--- config.mk ---
export PLATFORM = sky130hd
export DESIGN_NAME = adc_compare_control
export DESIGN_NICKNAME = d
export VERILOG_FILES = /design/src/hw/adc_compare_pkg.sv /design/src/hw/adc_compare_control.sv /design/src/hw/tap_decoder.sv
export SDC_FILE = /design/constraint.sdc
export NUM_CORES = 1
export LEC_CHECK = 0
export ABC_AREA = 1
export BUFFER_PORTS_ARGS = -buffer_cell sky130_fd_sc_hd__buf_2
export CORE_UTILIZATION = 42
export DETAILED_ROUTE_END_ITERATION = 16
export HOLD_SLACK_MARGIN = 0.1
export PLACE_DENSITY = 0.84
export SLEW_MARGIN = 40
export SYNTH_ARGS = -nofsm -noshare
export SYNTH_HDL_FRONTEND = slang
export SYNTH_SLANG_ARGS = --single-unit
export TNS_END_PERCENT = 50
--- constraint.sdc ---
create_clock -name clk -period 1.63 [get_ports clk]
set_input_delay 0.489 -clock clk [delete_from_list [all_inputs] [get_ports clk]]
set_output_delay 0.489 -clock clk [all_outputs]
set_load 0.05 [all_outputs]
--- src/hw/adc_compare_pkg.sv ---
// constants, register map and types for the compare control block
package adc_compare_pkg;

   // register indices; byte address is four times the index
   localparam logic [7:0]  CHANNEL_IDX      = 8'h5c;
   localparam logic [7:0]  REFERENCE_IDX    = 8'h5d;
   localparam logic [7:0]  START_IDX        = 8'h5e;
   localparam logic [7:0]  RESULT_IDX       = 8'h5f;
   localparam logic [7:0]  POWER_IDX        = 8'h60;
   localparam logic [7:0]  IRQ_STATUS_IDX   = 8'h61;
   localparam logic [7:0]  IRQ_MASK_IDX     = 8'h62;

   // field layout
   localparam int          REF_WIDTH        = 4;
   localparam int          TAP_COUNT        = 16;
   localparam int          CHAN_WIDTH       = 2;
   localparam int          START_BIT        = 0;
   localparam int          RESULT_BIT       = 0;
   localparam int          POWER_BIT        = 0;
   localparam int          DONE_BIT         = 0;

   // reset values
   localparam logic [3:0]  REF_RESET        = 4'h0;
   localparam logic [1:0]  CHAN_RESET       = 2'h0;

   // channel codes that connect one pin
   localparam logic [1:0]  CHAN_PIN0        = 2'h1;
   localparam logic [1:0]  CHAN_PIN1        = 2'h2;

   // compare time: two instruction periods
   localparam int          CLK_PERIOD_PS    = 25000;
   localparam int          COMPARE_NORM_NS  = 106600;
   localparam int          COMPARE_SLOW_NS  = 213200;
   localparam int          COMPARE_NORM_CYC =
      (COMPARE_NORM_NS * 1000 + CLK_PERIOD_PS - 1) / CLK_PERIOD_PS;
   localparam int          COMPARE_SLOW_CYC =
      (COMPARE_SLOW_NS * 1000 + CLK_PERIOD_PS - 1) / CLK_PERIOD_PS;
   localparam int          CNT_WIDTH        = 14;

   typedef enum logic [0:0] {
      CMP_IDLE = 1'b0,
      CMP_BUSY = 1'b1
   } cmp_state_t;

endpackage : adc_compare_pkg

--- src/hw/adc_compare_control.sv ---
// apb-controlled single-step compare control of a software successive-approximation adc
//
// How it works
// - a 4-bit software level code picks one of sixteen reference taps
// - code x selects tap at (x + 0.5)/16 of supply
// - writing one to the start bit starts a compare at once
// - each compare lasts two instruction periods, normal or low speed
// - start bit reads one while busy; writing zero does nothing
// - start bit clears only at compare end, clock halt or ce reset
// - channel and level writes are ignored while a compare runs
// - comparator decision is kept in a readable result bit
// - two channel bits connect at most one analog input pin
//
// Register access over APB was chosen for this implementation.
`timescale 1ns/1ps
module adc_compare_control
   import adc_compare_pkg::*;
#(
   parameter int NORM_CYCLES = COMPARE_NORM_CYC,
   parameter int SLOW_CYCLES = COMPARE_SLOW_CYC
) (
   // clock and reset
   input  wire logic                 clk,
   input  wire logic                 sys_rst,
   // apb slave
   input  wire logic                 psel,
   input  wire logic                 penable,
   input  wire logic                 pwrite,
   input  wire logic [31:0]          paddr,
   input  wire logic [31:0]          pwdata,
   output logic                      pready,
   output logic      [31:0]          prdata,
   output logic                      pslverr,
   // system events
   input  wire logic                 clock_halt,
   input  wire logic                 ce_reset,
   input  wire logic                 low_speed_mode,
   // analog front end
   input  wire logic                 comparator_out,
   output logic      [TAP_COUNT-1:0] tap_select,
   output logic      [CHAN_WIDTH-1:0] pin_connect,
   output logic                      converter_power,
   output logic                      compare_active,
   // interrupt
   output logic                      irq
);

   // ---------------- apb front end ----------------
   logic             pready_q, pready_d;
   logic [31:0]      prdata_q, prdata_d;
   logic             pslverr_q, pslverr_d;
   logic             access_go;
   logic             wr_go;
   logic [7:0]       reg_idx;

   function automatic logic idx_mapped(input logic [7:0] idx);
      case (idx)
         CHANNEL_IDX, REFERENCE_IDX, START_IDX, RESULT_IDX,
         POWER_IDX, IRQ_STATUS_IDX, IRQ_MASK_IDX: idx_mapped = 1'b1;
         default:                                 idx_mapped = 1'b0;
      endcase
   endfunction : idx_mapped

   function automatic logic hit(input logic [7:0] idx, input logic [7:0] want);
      hit = (idx == want);
   endfunction : hit

   assign reg_idx   = paddr[9:2];
   // write takes effect on the edge where the master sees pready high
   assign access_go = psel && penable && pready_q;
   assign wr_go     = access_go && pwrite && idx_mapped(reg_idx) && (paddr[1:0] == 2'h0)
                      && (paddr[31:10] == 22'h0);

   // ---------------- register state ----------------
   logic [REF_WIDTH-1:0]  ref_q, ref_d;
   logic [CHAN_WIDTH-1:0] chan_q, chan_d;
   logic                  result_q, result_d;
   logic                  power_q, power_d;
   logic                  status_q, status_d;
   logic                  mask_q, mask_d;
   logic                  irq_q, irq_d;
   logic [CHAN_WIDTH-1:0] pin_q, pin_d;

   // ---------------- compare sequencer ----------------
   cmp_state_t            state_q, state_d;
   logic [CNT_WIDTH-1:0]  cnt_q, cnt_d;
   logic                  start_wr;
   logic                  cmp_done;
   logic                  soft_clear;

   assign soft_clear = clock_halt || ce_reset;
   assign start_wr   = wr_go && hit(reg_idx, START_IDX) && pwdata[START_BIT];
   assign cmp_done   = (state_q == CMP_BUSY) && (cnt_q == CNT_WIDTH'(1));

   always_comb begin
      state_d = state_q;
      cnt_d   = cnt_q;
      case (state_q)
         CMP_IDLE: begin
            if (start_wr) begin
               state_d = CMP_BUSY;
            end
         end
         CMP_BUSY: begin
            cnt_d = cnt_q - CNT_WIDTH'(1);
            if (cmp_done) begin
               state_d = CMP_IDLE;
            end
         end
         default: begin
            state_d = CMP_IDLE;
         end
      endcase
      // a new start reloads the full two-period time
      if (start_wr) begin
         state_d = CMP_BUSY;
         cnt_d   = low_speed_mode ? CNT_WIDTH'(SLOW_CYCLES)
                                  : CNT_WIDTH'(NORM_CYCLES);
      end
      if (soft_clear) begin
         state_d = CMP_IDLE;
         cnt_d   = '0;
      end
   end

   always_ff @(posedge clk) begin
      if (sys_rst) begin
         state_q <= CMP_IDLE;
         cnt_q   <= '0;
      end else begin
         state_q <= state_d;
         cnt_q   <= cnt_d;
      end
   end

   // ---------------- register next values ----------------
   always_comb begin
      ref_d    = ref_q;
      chan_d   = chan_q;
      result_d = result_q;
      power_d  = power_q;
      status_d = status_q;
      mask_d   = mask_q;
      if (wr_go && (state_q != CMP_BUSY)) begin
         if (hit(reg_idx, REFERENCE_IDX)) begin
            ref_d = pwdata[REF_WIDTH-1:0];
         end
         if (hit(reg_idx, CHANNEL_IDX)) begin
            chan_d = pwdata[CHAN_WIDTH-1:0];
         end
      end
      if (wr_go && hit(reg_idx, POWER_IDX)) begin
         power_d = pwdata[POWER_BIT];
      end
      if (wr_go && hit(reg_idx, IRQ_MASK_IDX)) begin
         mask_d = pwdata[DONE_BIT];
      end
      if (wr_go && hit(reg_idx, IRQ_STATUS_IDX) && pwdata[DONE_BIT]) begin
         status_d = 1'b0;
      end
      if (cmp_done && !soft_clear) begin
         result_d = comparator_out;
         status_d = 1'b1;
      end
      if (soft_clear) begin
         ref_d  = REF_RESET;
         chan_d = CHAN_RESET;
      end
      // only one pin may reach the comparator
      case (chan_q)
         CHAN_PIN0: pin_d = 2'h1;
         CHAN_PIN1: pin_d = 2'h2;
         default:   pin_d = 2'h0;
      endcase
      irq_d = status_d && mask_d;
   end

   always_ff @(posedge clk) begin
      if (sys_rst) begin
         ref_q    <= REF_RESET;
         chan_q   <= CHAN_RESET;
         result_q <= 1'b0;
         power_q  <= 1'b0;
         status_q <= 1'b0;
         mask_q   <= 1'b0;
         irq_q    <= 1'b0;
         pin_q    <= 2'h0;
      end else begin
         ref_q    <= ref_d;
         chan_q   <= chan_d;
         result_q <= result_d;
         power_q  <= power_d;
         status_q <= status_d;
         mask_q   <= mask_d;
         irq_q    <= irq_d;
         pin_q    <= pin_d;
      end
   end

   // ---------------- apb answer ----------------
   always_comb begin
      pready_d  = psel && penable && !pready_q;
      pslverr_d = 1'b0;
      prdata_d  = '0;
      if (psel && penable && !pready_q) begin
         pslverr_d = !idx_mapped(reg_idx) || (paddr[1:0] != 2'h0)
                     || (paddr[31:10] != 22'h0);
         if (!pwrite && !pslverr_d) begin
            case (reg_idx)
               CHANNEL_IDX:    prdata_d[CHAN_WIDTH-1:0] = chan_q;
               REFERENCE_IDX:  prdata_d[REF_WIDTH-1:0]  = ref_q;
               START_IDX:      prdata_d[START_BIT]      = (state_q == CMP_BUSY);
               RESULT_IDX:     prdata_d[RESULT_BIT]     = result_q;
               POWER_IDX:      prdata_d[POWER_BIT]      = power_q;
               IRQ_STATUS_IDX: prdata_d[DONE_BIT]       = status_q;
               IRQ_MASK_IDX:   prdata_d[DONE_BIT]       = mask_q;
               default:        prdata_d                 = '0;
            endcase
         end
      end
   end

   always_ff @(posedge clk) begin
      if (sys_rst) begin
         pready_q  <= 1'b0;
         prdata_q  <= '0;
         pslverr_q <= 1'b0;
      end else begin
         pready_q  <= pready_d;
         prdata_q  <= prdata_d;
         pslverr_q <= pslverr_d;
      end
   end

   // ---------------- reference tap select ----------------
   tap_decoder #(
      .CODE_W (REF_WIDTH),
      .TAPS   (TAP_COUNT)
   ) u_taps (
      .clk     (clk),
      .sys_rst (sys_rst),
      .code    (ref_q),
      .tap_q   (tap_select)
   );

   // ---------------- outputs ----------------
   assign pready          = pready_q;
   assign prdata          = prdata_q;
   assign pslverr         = pslverr_q;
   assign pin_connect     = pin_q;
   assign converter_power = power_q;
   assign compare_active  = state_q;
   assign irq             = irq_q;

endmodule : adc_compare_control

--- src/hw/tap_decoder.sv ---
// registered one-hot decoder driving the reference string taps
`timescale 1ns/1ps
module tap_decoder
   import adc_compare_pkg::*;
#(
   parameter int CODE_W = REF_WIDTH,
   parameter int TAPS   = TAP_COUNT
) (
   // clock and reset
   input  wire logic              clk,
   input  wire logic              sys_rst,
   // level code in, tap select out
   input  wire logic [CODE_W-1:0] code,
   output logic      [TAPS-1:0]   tap_q
);

   logic [TAPS-1:0] tap_d;

   // tap k sits at (k + 0.5)/16 of the supply
   always_comb begin
      tap_d = '0;
      for (int k = 0; k < TAPS; k++) begin
         tap_d[k] = (code == CODE_W'(k));
      end
   end

   always_ff @(posedge clk) begin
      if (sys_rst) begin
         tap_q <= {{(TAPS-1){1'b0}}, 1'b1};
      end else begin
         tap_q <= tap_d;
      end
   end

endmodule : tap_decoder

==> impl_results.md <==
- Minimum clock period: 1.69 ns
- EDFF count, synth: 0
- CTS Buf Count: 5
- Layout net count: 591
- Yosys warns: 0
- Number of global-route vias before repair: 2593
- Final period util: 1.04
- Flops & latches, synth: 50
- Status: complete, but fails checks
- CTS tree: built
- Metal1 wirelength: 2.85 mm
- Final WL: 7.52 mm
- Diode count: 0
- Worst hold endpoint: pready
- R2R Path End: result_q
- Worst hold path cell count: 2
- Die Wd: 80.9 um
- Ys flop type: dfxtp_1
- Max incr delay on CP: 0.21 ns
- Cell Pwr Density: 641 nW/um2
- Hold Vio Cnt, Final: 0
- Post-route ant nets: 0
- Final setup margin: -0.0633 ns
- Count leader, synth: nor2_1
- Clock-pin slew on the worst setup and hold paths: 0.10 ns
- Initial antenna violation count: 0
- DR pass1 iterations: 5
- Library cells used by synthesis: 28
- WL met3: 456 um
- Clock Root Buffer: clkbuf_8
- Post-DP HPWL: 4.80 mm
- Slowest CP cell: nand4_1
- DRC viols: 0
- WP buf/inv: 3
- Crit Path Max Fanout: 8
- Synth Instances: 394
- Reg2Reg Setup Slack: 0.10 ns
- Clk_lat worst skew: 0.31 ns
- Fin Clk Skew: 0.00774 ns
- Leak: 1.89 nW
- Die Y-Extent: 80.9 um
- First-pass GRT wire length: 10.8 mm
- RSZ-0062 raised after global routing: yes
- Die area: 6540 um2
- CTS hold repair buffers: 0
- # Max-Cap Violations: 0
- Final Power: 2.36 mW
- Core area: 5960 um2
- WL/cell: 12.7 um
- Worst reg-to-reg path cell count: 7
- Number of DRC markers in iteration 0: 208
- Critical Path End Type: flip-flop
- Total GRT Usage: 0.210
- Slew Limit Fails: 0
- H-tree depth: 2
- Top-area cell type share of the netlist area: 0.383
- Worst Hold Class: input port to flip-flop
- Std cell rows: 28
- Maximum number of pins on one net before global-route repair: 19
- Mapped cell area: 2610 um2
- # IOs: 128
- Starting density of the core: 0.438
- CP Cell Sequence: buf_2 -> buf_4 -> inv_2 -> nand2_1 -> nor2_2 -> nand2_2 -> nand2_2 -> nor2_4 -> nor2_8 -> nand4_1 -> nand2_1 -> nor2_2 -> nor2_1
- Setup Crit Path Kind: input port to flip-flop
- Failing checks: negative setup slack
- Fin cells: 592
- Clock buffer depth: 2
- Sequential share of the synthesized area: 0.383
- PortBufs: 71
- Average size of a mapped cell: 6.63 um2
- Fraction of registers with async set/reset: 0
- Peak supply drop: 0.541 mV
- Family with the most delay on the worst path: simple AND/OR/NAND/NOR gates
- Ratio of cells with drive above 1 in the final layout: 0.383
- Layout area overhead: 41.3%
- Yosys top cell by area: dfxtp_1
- CTS sink cnt: 50
- Met2 wire len: 3.98 mm
- Drt via density: 4.89
- Vias: 2895
- Gpl congestion: 0.851
- DP Cell Count: 570
- Setup violations, final: 9
- Max layer used: met4
- FMAX: 591 MHz
- CP arrival: 1.95 ns
- Commonest cells in the netlist: nor2_1, nand2_1, dfxtp_1
- R2r startpoint: cnt_q[4]
- Top cells by area, synth: dfxtp_1, nor2_1, nand2_1, buf_4, inv_1
- Worst Path Required: 1.88 ns
- Hold path startpoint: sys_rst
- Critical path startpoint category: input port
- Gr ovfl total: 0
[layout make-up]
| class | count | area [um2] |
|---|---|---|
| fillers | 496 | 2270 |
| multi-input cells | 297 | 1530 |
| flip-flops and latches | 50 | 1000 |
| repair buffers | 119 | 795 |
| inverters | 43 | 166 |
| well taps | 75 | 93.8 |
| clock buffers | 5 | 68.8 |
| clock inverters | 3 | 28.8 |
[logic make-up after synthesis]
family / count (synthesis) / share of synthesized area
xor gates and xnor gates: 4 / 0.0134
and+or+nand+nor: 239 / 0.395
AOI/OAI and AO/OA: 24 / 0.0484
DFF: 50 / 0.383
buffers and inverters: 74 / 0.149
adders and majority gates: 2 / 0.00958
other: 1 / 0.00144
[where the power goes]
group | internal (mW) | switching, mW
logic | 0.101 | 0.254
clock network | 0.322 | 0.463
registers | 1.22 | 0.000978
total | 1.65 | 0.718
[metal layers]
metal,up-vias,global-route usage
met5,-,0
met4,0,0.0911
met3,26,0.0461
met2,132,0.407
met1,1331,0.212
li1,1406,-
[worst max-delay path by stage]
stage | startpoint | endpoint | slack [ns] | cells past startpoint
after floorplan | paddr[9] | cnt_q[4] | 0.02 | 11
after global placement | paddr[9] | cnt_q[4] | -0.27 | 12
after detailed placement | paddr[9] | cnt_q[4] | -0.32 | 12
after CTS | paddr[6] | cnt_q[5] | 0.003 | 13
after global routing | paddr[2] | cnt_q[4] | -0.17 | 13
final | paddr[2] | cnt_q[4] | -0.06 | 13
[metrics by stage]
step	hold slack [ns]	cell area, um2	setup slack (ns)	util	TNS, ns
after floorplan	0.420	2720	0.0163	-	0
after global placement	0.415	3190	-0.272	0.536	-5.23
after detailed placement	0.425	3190	-0.324	0.536	-5.96
after CTS	0.376	3380	0.00323	0.568	0
after global routing	0.396	3690	-0.167	0.619	-1.79
final	0.384	3690	-0.0633	0.619	-0.210
[what timing repair did]
item                                   in CTS  in global routing
setup endpoints to repair                   2                 27
endpoints found under the hold margin       0                  0
resized for setup                          12                 74
setup buffers                               8                  7
pin swaps                                  12                 40
[cells in the final DEF, fill, tap and decap left out, types with 2 or more instances in the layout]
| cell type | instances |
|---|---|
| o21ai_0 | 4 |
| buf_6 | 13 |
| nand2_4 | 4 |
| buf_2 | 59 |
| nor2_4 | 13 |
| nand3_2 | 3 |
| ha_1 | 2 |
| nand3_1 | 17 |
| conb_1 | 28 |
| buf_4 | 46 |
| nor3_2 | 4 |
| dfxtp_2 | 2 |
| nor3_1 | 4 |
| a21oi_1 | 12 |
| nor2_1 | 87 |
| nand2_2 | 14 |
| nor2_2 | 14 |
| dfxtp_1 | 48 |
| nand2_1 | 68 |
| nand4_1 | 5 |
| inv_2 | 8 |
| o21ai_1 | 3 |
| nand4_2 | 2 |
| inv_1 | 33 |
| inv_4 | 2 |
| xor2_1 | 3 |
| clkbuf_8 | 5 |
[registers in the layout (all words and copies together), names as in the netlist, 2 cells and up]
signal,count
u_taps.tap_q,16
cnt_q,14
prdata,4
ref_q,4
chan_q,2
pin_connect,2
(Power assumes the default switching activity.)
